## src/ots_pkg.sv

```systemverilog
// Package of constants and types for the overtravel stop and warning block.
package ots_pkg;

   // Parameter code digits for the limit selectors.
   localparam logic [3:0] OTS_FWD_LIMIT_HONOUR = 4'h2;
   localparam logic [3:0] OTS_REV_LIMIT_HONOUR = 4'h3;
   localparam logic [3:0] OTS_LIMIT_IGNORE = 4'h8;

   // Servo-off stop digit codes.
   localparam logic [3:0] OTS_SOFF_DB = 4'h0;
   localparam logic [3:0] OTS_SOFF_DB_ALT = 4'h1;
   localparam logic [3:0] OTS_SOFF_COAST = 4'h2;

   // Overtravel stop digit codes.
   localparam logic [3:0] OTS_OT_FOLLOW = 4'h0;
   localparam logic [3:0] OTS_OT_TORQ_HOLD = 4'h1;
   localparam logic [3:0] OTS_OT_TORQ_FREE = 4'h2;
   localparam logic [3:0] OTS_OT_TIME_HOLD = 4'h3;
   localparam logic [3:0] OTS_OT_TIME_FREE = 4'h4;

   // Warning enable digit values.
   localparam logic [3:0] OTS_WARN_OFF = 4'h0;

   // Setting limits and reset values.
   localparam logic [9:0] OTS_ESTOP_TORQ_MAX = 10'h320;
   localparam logic [9:0] OTS_ESTOP_TORQ_RESET = 10'h320;
   localparam logic [13:0] OTS_DECEL_TIME_MAX = 14'h2710;
   localparam logic [13:0] OTS_DECEL_TIME_ZERO = 14'h0000;

   // Timing: one millisecond tick at the 100 MHz system clock.
   localparam int OTS_CLK_HZ = 100000000;
   localparam int OTS_TICK_US = 1000;
   localparam int OTS_TICK_CYCLES = OTS_CLK_HZ / 1000000 * OTS_TICK_US;
   localparam logic [16:0] OTS_TICK_LAST = 17'(OTS_TICK_CYCLES - 1);

   // Speed reference zero value.
   localparam logic [15:0] OTS_SPEED_ZERO = 16'h0000;

   // Warning code reported to the upper controller.
   localparam logic [15:0] OTS_WARN_CODE = 16'h09A0;

   // Stop action presented to the power stage.
   typedef enum logic [2:0] {
      OTS_ACT_RUN,
      OTS_ACT_DB,
      OTS_ACT_COAST,
      OTS_ACT_TORQ,
      OTS_ACT_RAMP,
      OTS_ACT_ZSPD
   } ots_act_type;

   // Power-restart latched selectors.
   typedef struct packed {
      logic [3:0] fwd_sel;
      logic [3:0] rev_sel;
      logic [3:0] soff_stop;
      logic [3:0] ot_stop;
      logic [3:0] warn_en;
   } ots_cfg_type;

   // Stop command to the drive.
   typedef struct packed {
      ots_act_type act;
      logic hold_zero;
      logic [9:0] torque_limit;
      logic [15:0] speed_ref;
   } ots_stop_type;

endpackage
```

## src/ots_overtravel.sv

```systemverilog
// Overtravel limit handling, stop method selection and warning latch.
`timescale 1ns/1ps
`default_nettype none
// What this block does
// - Forward selector 8 ignores forward limit.
// - Reverse selector 8 ignores reverse limit.
// - Digits 1,2 torque-limited stop, hold/free.
// - Digits 3,4 timed ramp, hold/free.
// - Torque mode uses brake or coast only.
// - Estop torque 0..800, default 800, immediate.
// - Applied estop torque clamped to motor maximum.
// - Decel time 0..10000 ms, default 0.
// - Zero decel time gives zero-speed stop.
// - Ramp time spans maximum speed to zero.
// - Warning detection only when enable digit set.
// - Latch warning on entering overtravel, even briefly.
// - Warning detected only while servo on.
// - Warning never changes stop behaviour.
// - With command, only commanded direction warns.
// - Without command, either direction warns.
// - Servo-on while in overtravel gives no warning.
// - Warning released only by alarm clear.
// - After clear, rearm only once overtravel released.
// - Soft limit does not suppress the warning.
module ots_overtravel
   import ots_pkg::*;
(
   input wire logic clk_sys,
   input wire logic rst,
   input wire logic power_restart,
   input wire ots_cfg_type cfg_pending,
   input wire logic [9:0] emergency_stop_torque_param,
   input wire logic [13:0] stop_decel_time_param,
   input wire logic [9:0] motor_max_torque,
   input wire logic [15:0] motor_max_speed,
   input wire logic [15:0] motor_speed,
   input wire logic forward_limit_input,
   input wire logic reverse_limit_input,
   input wire logic servo_on,
   input wire logic torque_mode,
   input wire logic cmd_fwd,
   input wire logic cmd_rev,
   input wire logic soft_limit,
   input wire logic alarm_clear_command,
   output ots_cfg_type cfg_active,
   output logic fwd_allowed,
   output logic rev_allowed,
   output ots_stop_type stop_cmd,
   output logic warn_active,
   output logic [15:0] warn_code
);

   logic fwd_ot;
   logic rev_ot;
   logic ot_any;
   logic warn_event;
   logic rearm_block;
   logic servo_on_d;
   logic fwd_ot_d;
   logic rev_ot_d;
   logic [16:0] tick_cnt;
   logic tick;
   logic [15:0] ramp_speed;
   logic [15:0] ramp_step;
   logic [9:0] torq_set;
   ots_stop_type next_stop;

   // Selectors copy in only on power restart so a live edit cannot
   // change the stop behaviour in the middle of motion.
   always_ff @(posedge clk_sys or posedge rst) begin
      if (rst) begin
         cfg_active <= '{OTS_FWD_LIMIT_HONOUR, OTS_REV_LIMIT_HONOUR,
                         OTS_SOFF_DB, OTS_OT_FOLLOW, OTS_WARN_OFF};
      end else if (power_restart) begin
         cfg_active <= cfg_pending;
      end
   end

   // Limit inputs are active while travel is permitted; ignore code skips.
   assign fwd_ot = (cfg_active.fwd_sel != OTS_LIMIT_IGNORE) &&
                   !forward_limit_input;
   assign rev_ot = (cfg_active.rev_sel != OTS_LIMIT_IGNORE) &&
                   !reverse_limit_input;
   assign ot_any = fwd_ot || rev_ot;

   // Drive permissions per direction.
   always_ff @(posedge clk_sys or posedge rst) begin
      if (rst) begin
         fwd_allowed <= 1'b1;
         rev_allowed <= 1'b1;
      end else begin
         fwd_allowed <= !fwd_ot;
         rev_allowed <= !rev_ot;
      end
   end

   // Emergency torque setting, capped at its range and immediate.
   assign torq_set = (emergency_stop_torque_param > OTS_ESTOP_TORQ_MAX) ?
                     OTS_ESTOP_TORQ_MAX : emergency_stop_torque_param;

   // One millisecond tick from the system clock.
   always_ff @(posedge clk_sys or posedge rst) begin
      if (rst) begin
         tick_cnt <= '0;
         tick <= 1'b0;
      end else begin
         tick <= (tick_cnt == OTS_TICK_LAST);
         tick_cnt <= (tick_cnt == OTS_TICK_LAST) ? '0 : tick_cnt + 17'h00001;
      end
   end

   // Per-ms step: max speed divided by the decel time; coarse, and
   // the divide truncates, so the ramp can run slightly past the set time.
   assign ramp_step = (stop_decel_time_param == OTS_DECEL_TIME_ZERO) ?
      motor_max_speed :
      16'(motor_max_speed / ((stop_decel_time_param > OTS_DECEL_TIME_MAX) ?
          OTS_DECEL_TIME_MAX : stop_decel_time_param));

   // Ramp speed reference follows the motor until overtravel, then falls.
   always_ff @(posedge clk_sys or posedge rst) begin
      if (rst) begin
         ramp_speed <= OTS_SPEED_ZERO;
      end else if (!ot_any) begin
         ramp_speed <= motor_speed;
      end else if (tick) begin
         ramp_speed <= (ramp_speed > ramp_step) ?
                       ramp_speed - ramp_step : OTS_SPEED_ZERO;
      end
   end

   // Stop method selection; the warning latch never feeds into this.
   always_comb begin
      next_stop.act = OTS_ACT_RUN;
      next_stop.hold_zero = 1'b0;
      next_stop.torque_limit = (torq_set > motor_max_torque) ?
                               motor_max_torque : torq_set;
      next_stop.speed_ref = OTS_SPEED_ZERO;
      if (ot_any) begin
         if (torque_mode || cfg_active.ot_stop == OTS_OT_FOLLOW) begin
            next_stop.act = (cfg_active.soff_stop == OTS_SOFF_COAST) ?
                            OTS_ACT_COAST : OTS_ACT_DB;
         end else if (cfg_active.ot_stop == OTS_OT_TORQ_HOLD ||
                      cfg_active.ot_stop == OTS_OT_TORQ_FREE) begin
            next_stop.act = OTS_ACT_TORQ;
            next_stop.hold_zero =
               (cfg_active.ot_stop == OTS_OT_TORQ_HOLD);
         end else begin
            next_stop.act = (stop_decel_time_param == OTS_DECEL_TIME_ZERO) ?
                            OTS_ACT_ZSPD : OTS_ACT_RAMP;
            // A zero-speed stop commands standstill at once, with no ramp.
            if (stop_decel_time_param != OTS_DECEL_TIME_ZERO) begin
               next_stop.speed_ref = ramp_speed;
            end
            next_stop.hold_zero =
               (cfg_active.ot_stop == OTS_OT_TIME_HOLD);
         end
      end
   end

   // Registered stop command.
   always_ff @(posedge clk_sys or posedge rst) begin
      if (rst) begin
         stop_cmd <= '{OTS_ACT_RUN, 1'b0, OTS_ESTOP_TORQ_RESET,
                       OTS_SPEED_ZERO};
      end else begin
         stop_cmd <= next_stop;
      end
   end

   // Entry into overtravel qualified by command direction; a rising edge
   // of the condition catches even a one-cycle limit pulse. Servo-on
   // edges are excluded so turning on inside overtravel stays silent.
   assign warn_event = (cfg_active.warn_en != OTS_WARN_OFF) && servo_on &&
      servo_on_d && !rearm_block &&
      ((fwd_ot && !fwd_ot_d && (cmd_fwd || !cmd_rev)) ||
       (rev_ot && !rev_ot_d && (cmd_rev || !cmd_fwd)));

   // Edge history of servo and limits.
   always_ff @(posedge clk_sys or posedge rst) begin
      if (rst) begin
         servo_on_d <= 1'b0;
         fwd_ot_d <= 1'b0;
         rev_ot_d <= 1'b0;
      end else begin
         servo_on_d <= servo_on;
         fwd_ot_d <= fwd_ot;
         rev_ot_d <= rev_ot;
      end
   end

   // Clearing inside overtravel blocks rearm until the limit releases.
   always_ff @(posedge clk_sys or posedge rst) begin
      if (rst) begin
         rearm_block <= 1'b0;
      end else if (alarm_clear_command && ot_any) begin
         rearm_block <= 1'b1;
      end else if (!ot_any) begin
         rearm_block <= 1'b0;
      end
   end

   // Sticky warning; a new event in the clear cycle wins.
   always_ff @(posedge clk_sys or posedge rst) begin
      if (rst) begin
         warn_active <= 1'b0;
         warn_code <= '0;
      end else if (warn_event) begin
         warn_active <= 1'b1;
         warn_code <= OTS_WARN_CODE;
      end else if (alarm_clear_command) begin
         warn_active <= 1'b0;
         warn_code <= '0;
      end
   end

   property p_fwd_ignore;
      @(posedge clk_sys) disable iff (rst)
      (cfg_active.fwd_sel == OTS_LIMIT_IGNORE) |=> fwd_allowed;
   endproperty
   a_fwd_ignore: assert property (p_fwd_ignore)
      else $error("forward drive blocked while ignored");

   property p_rev_block;
      @(posedge clk_sys) disable iff (rst)
      (cfg_active.rev_sel != OTS_LIMIT_IGNORE && !reverse_limit_input)
      |=> !rev_allowed;
   endproperty
   a_rev_block: assert property (p_rev_block)
      else $error("reverse drive allowed in overtravel");

   property p_torque_mode;
      @(posedge clk_sys) disable iff (rst)
      (torque_mode && ot_any) |=> (stop_cmd.act == OTS_ACT_DB ||
                                   stop_cmd.act == OTS_ACT_COAST);
   endproperty
   a_torque_mode: assert property (p_torque_mode)
      else $error("torque mode used a decelerating stop");

   property p_clamp;
      @(posedge clk_sys) disable iff (rst)
      1'b1 |=> stop_cmd.torque_limit <= $past(motor_max_torque);
   endproperty
   a_clamp: assert property (p_clamp)
      else $error("stop torque above motor maximum");

   property p_zero_time;
      @(posedge clk_sys) disable iff (rst)
      (ot_any && !torque_mode &&
       stop_decel_time_param == OTS_DECEL_TIME_ZERO &&
       cfg_active.ot_stop == OTS_OT_TIME_HOLD)
      |=> stop_cmd.act == OTS_ACT_ZSPD;
   endproperty
   a_zero_time: assert property (p_zero_time)
      else $error("zero decel time did not give zero-speed stop");

   property p_servo_off;
      @(posedge clk_sys) disable iff (rst)
      (!servo_on && !warn_active) |=> !warn_active;
   endproperty
   a_servo_off: assert property (p_servo_off)
      else $error("warning raised with servo off");

   property p_hold;
      @(posedge clk_sys) disable iff (rst)
      (warn_active && !alarm_clear_command) |=> warn_active;
   endproperty
   a_hold: assert property (p_hold)
      else $error("warning dropped without clear");

   property p_opposite;
      @(posedge clk_sys) disable iff (rst)
      (!warn_active && cmd_fwd && !cmd_rev && !fwd_ot) |=> !warn_active;
   endproperty
   a_opposite: assert property (p_opposite)
      else $error("warning for limit opposite to command");

   // A disabled warning digit must keep the latch quiet.
   property p_warn_disabled;
      @(posedge clk_sys) disable iff (rst)
      (cfg_active.warn_en == OTS_WARN_OFF && !warn_active) |=> !warn_active;
   endproperty
   a_warn_disabled: assert property (p_warn_disabled)
      else $error("warning raised while detection disabled");

   // Turning the servo on must never count as an entry into overtravel.
   property p_servo_edge;
      @(posedge clk_sys) disable iff (rst)
      (!servo_on_d && !warn_active) |=> !warn_active;
   endproperty
   a_servo_edge: assert property (p_servo_edge)
      else $error("warning raised on servo turn-on");

   // Forward overtravel alone must leave reverse drive open.
   property p_escape_rev;
      @(posedge clk_sys) disable iff (rst)
      (fwd_ot && !rev_ot) |=> rev_allowed;
   endproperty
   a_escape_rev: assert property (p_escape_rev)
      else $error("reverse drive blocked by forward overtravel");

   // The zero-speed stop carries a zero speed reference.
   property p_zspd_speed;
      @(posedge clk_sys) disable iff (rst)
      (stop_cmd.act == OTS_ACT_ZSPD) |-> (stop_cmd.speed_ref == OTS_SPEED_ZERO);
   endproperty
   a_zspd_speed: assert property (p_zspd_speed)
      else $error("zero-speed stop with nonzero speed reference");

   // The reported code always matches the latched warning.
   property p_warn_code;
      @(posedge clk_sys) disable iff (rst)
      warn_active |-> (warn_code == OTS_WARN_CODE);
   endproperty
   a_warn_code: assert property (p_warn_code)
      else $error("warning code wrong while warning latched");

endmodule // ots_overtravel
`default_nettype wire

```

## config.mk

```make
export PLATFORM = sky130hd
export DESIGN_NAME = ots_overtravel
export DESIGN_NICKNAME = d
export VERILOG_FILES = /design/src/ots_pkg.sv /design/src/ots_overtravel.sv
export SDC_FILE = /design/constraint.sdc
export NUM_CORES = 1
export LEC_CHECK = 0
export ABC_AREA = 1
export BUFFER_PORTS_ARGS = -buffer_cell sky130_fd_sc_hd__buf_2
export CORE_MARGIN = 3
export CORE_UTILIZATION = 50
export DETAILED_ROUTE_END_ITERATION = 6
export PLACE_DENSITY_LB_ADDON = 0.3
export RECOVER_POWER = 100
export SETUP_SLACK_MARGIN = 0.5
export SKIP_LAST_GASP = 1
export SLEW_MARGIN = 10
export SYNTH_ARGS = -nofsm -noshare
export SYNTH_HDL_FRONTEND = slang
export SYNTH_SLANG_ARGS = --single-unit
```

## constraint.sdc

```tcl
create_clock -name clk_sys -period 8.7 [get_ports clk_sys]
set_input_delay 0.87 -clock clk_sys [delete_from_list [all_inputs] [get_ports clk_sys]]
set_output_delay 0.87 -clock clk_sys [all_outputs]
set_load 0.01 [all_outputs]
```

==> results of run 1 <==
-- per-layer routing --
| layer | global-route usage (%) | overflow |
|---|---|---|
| met4 | 68.41 | 5 |
| met1 | 66.43 | 0 |
| met2 | 85.77 | 2 |
| met3 | 51.48 | 0 |
| met5 | 16.67 | 0 |
-- stage by stage --
step | util (%) | instances
2_1_floorplan | - | 1649
3_3_place_gp | 69.87 | 2479
3_5_place_dp | 69.87 | 2479
4_1_cts | 81.10 | 2725
-- what timing repair did --
| item | 4_1_cts |
|---|---|
| buffers inserted | 228 |
| resized for setup | 112 |
| setup endpoints to repair | 16 |
| cloned | 2 |
| pin swaps | 110 |
-- kinds of logic after synthesis --
kind of cell             Yosys count
AND/OR/NAND/NOR                  711
buffers and inverters            302
AO/OA/AOI/OAI                    280
adder cells (fa/ha/maj)          162
flip-flops                        91
XOR/XNOR                          80
multiplexers                      11
other                              1
==> impl_metrics.csv, run 1 <==
group,metric,value,unit
synth,synth_top_area_share,17.83,%
synth,yosys.cell_types.count,71,
synth,postSynthAreaPerCell,7.112,sq um
synth,synthXorXnorAreaFrac,6.015,%
floorplan,ioPinCount,166,
synth,synth-adder-area-share,17.47,%
outcome,status,"stopped before the end",
synth,synth_top_family_by_area,"simple AND/OR/NAND/NOR gates",
floorplan,die_w,158.6,um
placement,dp_hpwl,28230,um
synth,syn-cell-area,11650,sq um
synth,synth_edf_count,0,
global_routing,grt_max_degree,92,
synth,yosys_register_bits,91,
floorplan,rows,55,
placement,pre_cts_ws,-19.93,ns
synth,synth_top_area_cell,"dfrtp_1",
outcome,lastStage,"5_1_grt",
placement,io_buffers,152,
synth,syn_inst,1638,
clock_network,cts_num_sinks,91,
sta,crit_endpoint,"ramp_speed[15]$_DFFE_PP0P_/D",
sta,worstEpCategory,"register input",
synth,synthTopCellsByCount,"374 x nand2_1, 227 x inv_1, 161 x ha_1",
synth,yosys.area_share.simple,28.13,%
synth,synth_area_leaders,"dfrtp_1 18%, ha_1 17%, nand2_1 12%, inv_1 7.3%, o21ai_2 3.7%",
synth,synth.most_common_cell,"nand2_1",
clock_network,numCtsBuffers,9,
placement,routabilityCongestion,0.9281,
placement,placed_area,15910,sq um
floorplan,initial_core_util,51.14,%
global_routing,grt_usage,67.61,%
clock_network,cts_buffer_depth,2,
outcome,firstError,"[ERROR GRT-0232] Routing congestion too high. Check the congestion heatmap in the GUI.",
synth,ys_seq_area_share,19.63,%
synth,yosysWarnings,0,
global_routing,grt_overflow,7,
synth,synth_flop_cell,"dfrtp_1",
clock_network,root_buffer,"clkbuf_16",
clock_network,h-tree-depth,3,
synth,muxShareOfSynthArea,1.063,%
clock_network,hold_buffers,0,
floorplan,die_y,158.6,um
synth,synthArstFlopShare,100.0,%
synth,synth_compound_area_share,16.44,%
==> run 2, diff against run 1 <==
--- a/config.mk
+++ b/config.mk
@@ -8,11 +8,10 @@
 export ABC_AREA = 1
 export BUFFER_PORTS_ARGS = -buffer_cell sky130_fd_sc_hd__buf_2
 export CORE_MARGIN = 3
-export CORE_UTILIZATION = 50
+export CORE_UTILIZATION = 35
 export DETAILED_ROUTE_END_ITERATION = 6
-export PLACE_DENSITY_LB_ADDON = 0.3
+export PLACE_DENSITY_LB_ADDON = 0.15
 export RECOVER_POWER = 100
-export SETUP_SLACK_MARGIN = 0.5
 export SKIP_LAST_GASP = 1
 export SLEW_MARGIN = 10
 export SYNTH_ARGS = -nofsm -noshare
==> impl_metrics.csv, run 2 <==
group,metric,value,unit
sta,clock_skew,0.01071,ns
floorplan,die_w,188.4,um
setup_path,cp_common_cell,"nand2_2",
sta,slew_viol_final,94,
synth,synth.most_common_cell,"nand2_1",
layout,fin_util,60.58,%
layout,regMostFlops,"stop_cmd",
outcome,violations,"capacitance limit, slew limit, setup timing",
clock_network,root_buffer,"clkbuf_16",
setup_path,arrival,27.80,ns
synth,synth_flop_cell,"dfrtp_1",
layout,top_regs,"stop_cmd: 30 flops, cfg_active: 20 flops, tick_cnt: 17 flops",
synth,yosys_register_bits,91,
layout,num-nets-final,2755,
drt,vias_per_cell,4.645,
min_path,holdCritPathClass,"reg2reg",
synth,synth_top_area_cell,"dfrtp_1",
power,p_total,4.047,mW
synth,yosys.cell_types.count,71,
setup_path,crit_family,"simple AND/OR/NAND/NOR gates",
placement,pre_cts_ws,-19.71,ns
floorplan,die_y,188.4,um
layout,largest_reg_flops,30,
synth,ys_seq_area_share,19.63,%
global_routing,grt_usage,21.80,%
power,p_per_area,204.3,nW/um^2
layout,antenna_cells,0,
floorplan,initial_core_util,35.62,%
sta,tightestPinTransition,2.440,ns
power,leakage,10.67,nW
layout,final_cell_mix,"720 x buf_4, 297 x nand2_1, 204 x inv_1",
synth,synth_edf_count,0,
floorplan,rows,66,
drt,vias,13669,
setup_path,crit_required,8.93,ns
floorplan,design.core.area,32700,sq um
sta,rsz0062_at_grt,"true",
layout,final_layout_size_suffix_gt1_share,49.74,%
sta,max_freq,36.27,MHz
global_routing,grt_max_degree,47,
clock_network,clkTransAtPathRegs,0.07,ns
layout,layout.cells.most_common,"buf_4",
synth,synth_area_leaders,"dfrtp_1 18%, ha_1 17%, nand2_1 12%, inv_1 7.3%, o21ai_2 3.7%",
sta,min_period,27.57,ns
drt,post_drt_wl_per_cell,13.72,um
layout,finalInstanceArea,19810,sq um
setup_path,startpoint_type,"primary input",
drt,postRouteWirelength,40380,um
synth,synthTopCellsByCount,"374 x nand2_1, 227 x inv_1, 161 x ha_1",
synth,synth_top_area_share,17.83,%
outcome,status,"finished, violations left",
placement,routabilityCongestion,0.8359,
setup_path,worstSetupEndpointType,"flop",
synth,postSynthAreaPerCell,7.112,sq um
drt,first_pass_iters,5,
clock_network,hold_buffers,0,
synth,yosysWarnings,0,
drt,dr.first_iter.drc_count,470,
sta,setup_slack,-18.87,ns
drt,remaining_drc_errors,0,
floorplan,die_area,35510,sq um
sta,finalHoldViolCount,0,
sta,finalCritPeriodShare,316.9,%
clock_network,cts_tree,"yes",
setup_path,crit_slowest_cell,"ha_1",
setup_path,worstPathMaxFanout,7,
clock_network,numCtsBuffers,9,
placement,io_buffers,152,
synth,syn-cell-area,11650,sq um
clock_network,insertion_delay,0.34,ns
flow_run,max_cap_violations,2,
layout,area_growth,70.08,%
floorplan,ioPinCount,166,
synth,syn_inst,1638,
placement,dp_hpwl,28730,um
global_routing,grt_pass1_wl,64540,um
clock_network,cts_num_sinks,91,
sta,maxSlewHeadroom,-62.64,%
global_routing,antenna_found_initial,0,
setup_path,critPathKind,"in2reg",
setup_path,slowest_delay,0.30,ns
clock_network,cts_buffer_depth,2,
global_routing,grt_overflow,0,
synth,synthArstFlopShare,100.0,%
sta,fin_setup_tns,-300.60,ns
setup_path,path_buf_inv,68,
drt,ant_nets,0,
global_routing,grt_pass1_vias,13762,
power,irDropWorstVdd,144.9,uV
sta,setup_viol,16,
placement,placed_area,16250,sq um
clock_network,h-tree-depth,3,
## run 2: cell counts after synthesis
Identical to the previous run, type by type.
## run 2: final cells by class
| cell class | instances | area (sq um) |
|---|---|---|
| Clock buffer | 10 | 229.0 |
| Clock inverter | 6 | 71.32 |
| Fill cell | 2949 | 12890 |
| Inverter | 243 | 945.9 |
| Multi-Input combinational cell | 1257 | 9339 |
| Sequential cell | 91 | 2287 |
| Tap cell | 442 | 553.0 |
| Timing Repair Buffer | 893 | 6380 |
| Timing Repair inverter | 1 | 6.256 |
## run 2: worst paths after layout
check	from	endpoint	slack, ns	cells after the start
worst max-delay path	stop_decel_time_param[4]	ramp_speed[13]$_DFFE_PP0P_	-18.87	247
worst min-delay path	cfg_active[12]$_DFFE_PP1P_	cfg_active[12]$_DFFE_PP1P_	0.50	2
worst max register to register	ramp_speed[2]$_DFFE_PP0P_	ramp_speed[15]$_DFFE_PP0P_	5.56	23
worst min register to register	cfg_active[12]$_DFFE_PP1P_	cfg_active[12]$_DFFE_PP1P_	0.50	2
max in group asynchronous	rst	ramp_speed[15]$_DFFE_PP0P_	4.65	3
min in group asynchronous	rst	cfg_active[15]$_DFFE_PP0P_	1.06	2
## run 2: metal layers
metal  track usage, %  part of all wire (%)  vias up
li1                 -                     -     7057
met1            26.60                    44     6362
met2            40.61                    51      187
met3            2.251                   2.4       63
met4            6.130                   2.5        0
met5                0                     0        -
## run 2: cell families after synthesis
logic type / synth area share (%)
adder cells (fa/ha/maj): 17.47
buffers and inverters: 11.21
AO/OA/AOI/OAI: 16.44
AND/OR/NAND/NOR: 28.13
XOR/XNOR: 6.015
flip-flops: 19.63
other: 0.03219
multiplexers: 1.063
## run 2: power by group
part           total [mW]  switching [mW]  internal (mW)
sequential          0.494          0.0272          0.466
clock               0.396           0.170          0.226
combinational        3.16            1.47           1.69
total                4.05            1.67           2.38
## run 2: what timing repair did
action,4_1_cts,5_1_grt
endpoints found under the setup margin,16,16
gates cloned,2,0
buffers inserted,250,45
pin swaps,122,133
gates resized for setup,125,129
## run 2: tightest hold or removal path, delay by kind of cell, from the launching register on
family	cells	cell delay, ns
flip-flops	1	0.37
AO/OA/AOI/OAI	1	0.07
buffers and inverters	1	0.06
## run 2: through the flow
stage	hold WS (ns)	cells
after global placement	0.4796	2633
after CTS	0.5008	2898
after floorplan	0.4643	1649
final	0.4974	2943
after detailed placement	0.4898	2633
after global routing	0.5239	2943
Power figures use the tool's default switching activity.
==> run 3, diff against run 2 <==
--- a/config.mk
+++ b/config.mk
@@ -8,7 +8,7 @@
 export ABC_AREA = 1
 export BUFFER_PORTS_ARGS = -buffer_cell sky130_fd_sc_hd__buf_2
 export CORE_MARGIN = 3
-export CORE_UTILIZATION = 35
+export CORE_UTILIZATION = 45
 export DETAILED_ROUTE_END_ITERATION = 6
 export PLACE_DENSITY_LB_ADDON = 0.15
 export RECOVER_POWER = 100
==> constraint.sdc (replaced) <==
create_clock -name clk_sys -period 31.6 [get_ports clk_sys]
set_input_delay 3.16 -clock clk_sys [delete_from_list [all_inputs] [get_ports clk_sys]]
set_output_delay 3.16 -clock clk_sys [all_outputs]
set_load 0.01 [all_outputs]
==> impl_metrics.csv, run 3 (synthesized netlist as in run 2, its figures left out) <==
group,metric,value,unit
outcome,status,"finished, violations left",
outcome,violations,"capacitance limit, slew limit",
setup_path,startpoint_type,"primary input",
min_path,holdPathEnd,"cfg_active[12]$_DFFE_PP1P_",
layout,multi_input_area,9067,sq um
layout,largest_reg_flops,30,
setup_path,crit_family,"simple AND/OR/NAND/NOR gates",
setup_path,arrival,30.95,ns
clock_network,hold_buffers,0,
sta,setup_viol,0,
floorplan,initial_core_util,45.99,%
flow_run,max_cap_violations,2,
drt,post_drt_wl_per_cell,13.82,um
global_routing,grt_usage,20.83,%
power,p_seq_share,15.6,%
layout,fin_util,60.30,%
min_path,hold_depth,2,
sta,maxSlewHeadroom,-83.42,%
setup_path,crit_slowest_cell,"a2111o_1",
power,leakage,8.035,nW
layout,num-nets-final,2215,
layout,fin_cells,2291,
setup_path,crit_required,31.82,ns
drt,remaining_drc_errors,0,
floorplan,die_area,27850,sq um
layout,antenna_cells,0,
placement,dp.cells,2201,
power,power.share.clock,12.2,%
global_routing,grt_overflow,0,
power,pwr-share-comb,72.2,%
global_routing,grt_max_degree,51,
layout,final_cell_mix,"314 x nand2_1, 206 x inv_1, 192 x buf_4",
floorplan,rows,58,
setup_path,cp_common_cell,"nand2_2",
layout,seq_area,2287,sq um
sta,tightestPinTransition,2.751,ns
clock_network,insertion_delay,0.34,ns
clock_network,cts_buffer_depth,2,
setup_path,worstPathMaxFanout,8,
drt,vias,11454,
clock_network,cts_num_sinks,91,
global_routing,grt_pass1_wl,49610,um
layout,fillers,2319,
clock_network,numCtsBuffers,9,
setup_path,r2r.worst_path.cells,23,
drt,postRouteWirelength,31660,um
layout,regMostFlops,"stop_cmd",
placement,io_buffers,152,
floorplan,die_w,166.9,um
sta,max_freq,32.54,MHz
global_routing,grt_pass1_vias,10555,
clock_network,cts_tree,"yes",
power,p_per_area,56.87,nW/um^2
floorplan,die_y,166.9,um
setup_path,timing.rr.start,"ramp_speed[2]$_DFFE_PP0P_",
global_routing,antenna_found_initial,0,
min_path,hold_path_startpoint,"cfg_active[12]$_DFFE_PP1P_",
sta,min_period,30.73,ns
setup_path,r2r-end,"ramp_speed[15]$_DFFE_PP0P_",
clock_network,h-tree-depth,3,
sta,clock_skew,0.01240,ns
sta,finalHoldViolCount,0,
layout,layout.cells.most_common,"nand2_1",
sta,rsz0062_at_grt,"true",
drt,first_pass_iters,5,
layout,top_regs,"stop_cmd: 30 flops, cfg_active: 20 flops, tick_cnt: 17 flops",
clock_network,clkTransAtPathRegs,0.07,ns
floorplan,design.core.area,25330,sq um
sta,slew_viol_final,94,
layout,final_layout_size_suffix_gt1_share,34.52,%
setup_path,worstSetupEndpointType,"flop",
power,irDropWorstVdd,35.72,uV
power,p_total,0.8685,mW
setup_path,critPathKind,"in2reg",
layout,area_growth,31.11,%
power,p_int,0.4803,mW
drt,ant_nets,0,
setup_path,path_buf_inv,25,
drt,vias_per_cell,5.000,
placement,routabilityCongestion,0.8485,
sta,finalCritPeriodShare,97.25,%
floorplan,ioPinCount,166,
drt,dr.first_iter.drc_count,581,
clock_network,root_buffer,"clkbuf_16",
placement,dp_hpwl,24440,um
power,p_sw_share,44.69,%
setup_path,slowest_delay,0.41,ns
power,switchingPower,0.3881,mW
min_path,holdCritPathClass,"reg2reg",
setup_path,reg2reg_setup_slack,28.29,ns
sta,fin_setup_tns,0,ns
-- run 3: cell types whose count changed in the layout (fill, tap and decap cells not counted), moves of 6 or more --
cell,before,now
buf_4,720,192
nand2_1,297,314
buf_6,23,12
nand2_2,98,87
o21ai_2,54,60
-- run 3: final cells by class --
cell class	count	share of cell area [%]
Clock buffer	11	1.655
Clock inverter	5	0.2867
Inverter	243	6.145
Multi-Input combinational cell	1256	59.37
Sequential cell	91	14.98
Tap cell	330	2.704
Timing Repair Buffer	354	14.83
Timing Repair inverter	1	0.03277
-- run 3: per-stage QoR --
step / cell area (sq um) / hold WS, ns / setup WS, ns
after floorplan: 11690 / 0.4643 / 0.5921
after global placement: 13450 / 0.4836 / 0.06206
after detailed placement: 13450 / 0.4926 / -0.4174
after CTS: 13750 / 0.5062 / 0.006800
after global routing: 15270 / 0.5344 / -1.236
final: 15270 / 0.5078 / 0.8700
-- run 3: worst reg2reg max path: cells and delay by family, from the launching register on --
kind	cells	cell delay [ns]
simple gates	12	0.98
fa+ha+maj	1	0.38
compound gates	9	1.41
flops	1	0.38
buf+inv	1	0.04
-- run 3: how the worst max path moves through the flow --
stage | from | endpoint | slack (ns) | depth (start not counted)
6_report | stop_decel_time_param[2] | ramp_speed[13]$_DFFE_PP0P_ | 0.87 | 257
4_1_cts | stop_decel_time_param[3] | ramp_speed[15]$_DFFE_PP0P_ | 0.007 | 256
5_1_grt | stop_decel_time_param[2] | ramp_speed[13]$_DFFE_PP0P_ | -1.24 | 257
2_1_floorplan | stop_decel_time_param[3] | ramp_speed[6]$_DFFE_PP0P_ | 0.59 | 255
3_5_place_dp | stop_decel_time_param[13] | ramp_speed[15]$_DFFE_PP0P_ | -0.42 | 256
3_3_place_gp | stop_decel_time_param[13] | ramp_speed[15]$_DFFE_PP0P_ | 0.06 | 257
-- run 3: layer usage --
layer  part of all wire (%)  global-route usage, %
met1                     48                  29.61
met2                     48                  34.91
met3                    3.2                  2.207
met4                    1.2                  3.407
met5                      0                      0
-- run 3: power by group through the flow --
stage	Combinational, mW	Sequential [mW]	Clock (mW)
global route	0.706	0.137	0.114
floorplan	0.391	0.139	0
detailed placement	0.529	0.137	0
global placement	0.516	0.137	0
finish	0.627	0.135	0.106
CTS	0.533	0.135	0.108
-- run 3: repair_timing --
item | 4_1_cts | 5_1_grt
pin swaps | 0 | 197
gates cloned | 0 | 1
setup endpoints to repair | 5 | 16
gates resized for setup | 6 | 249
setup buffers | 0 | 74
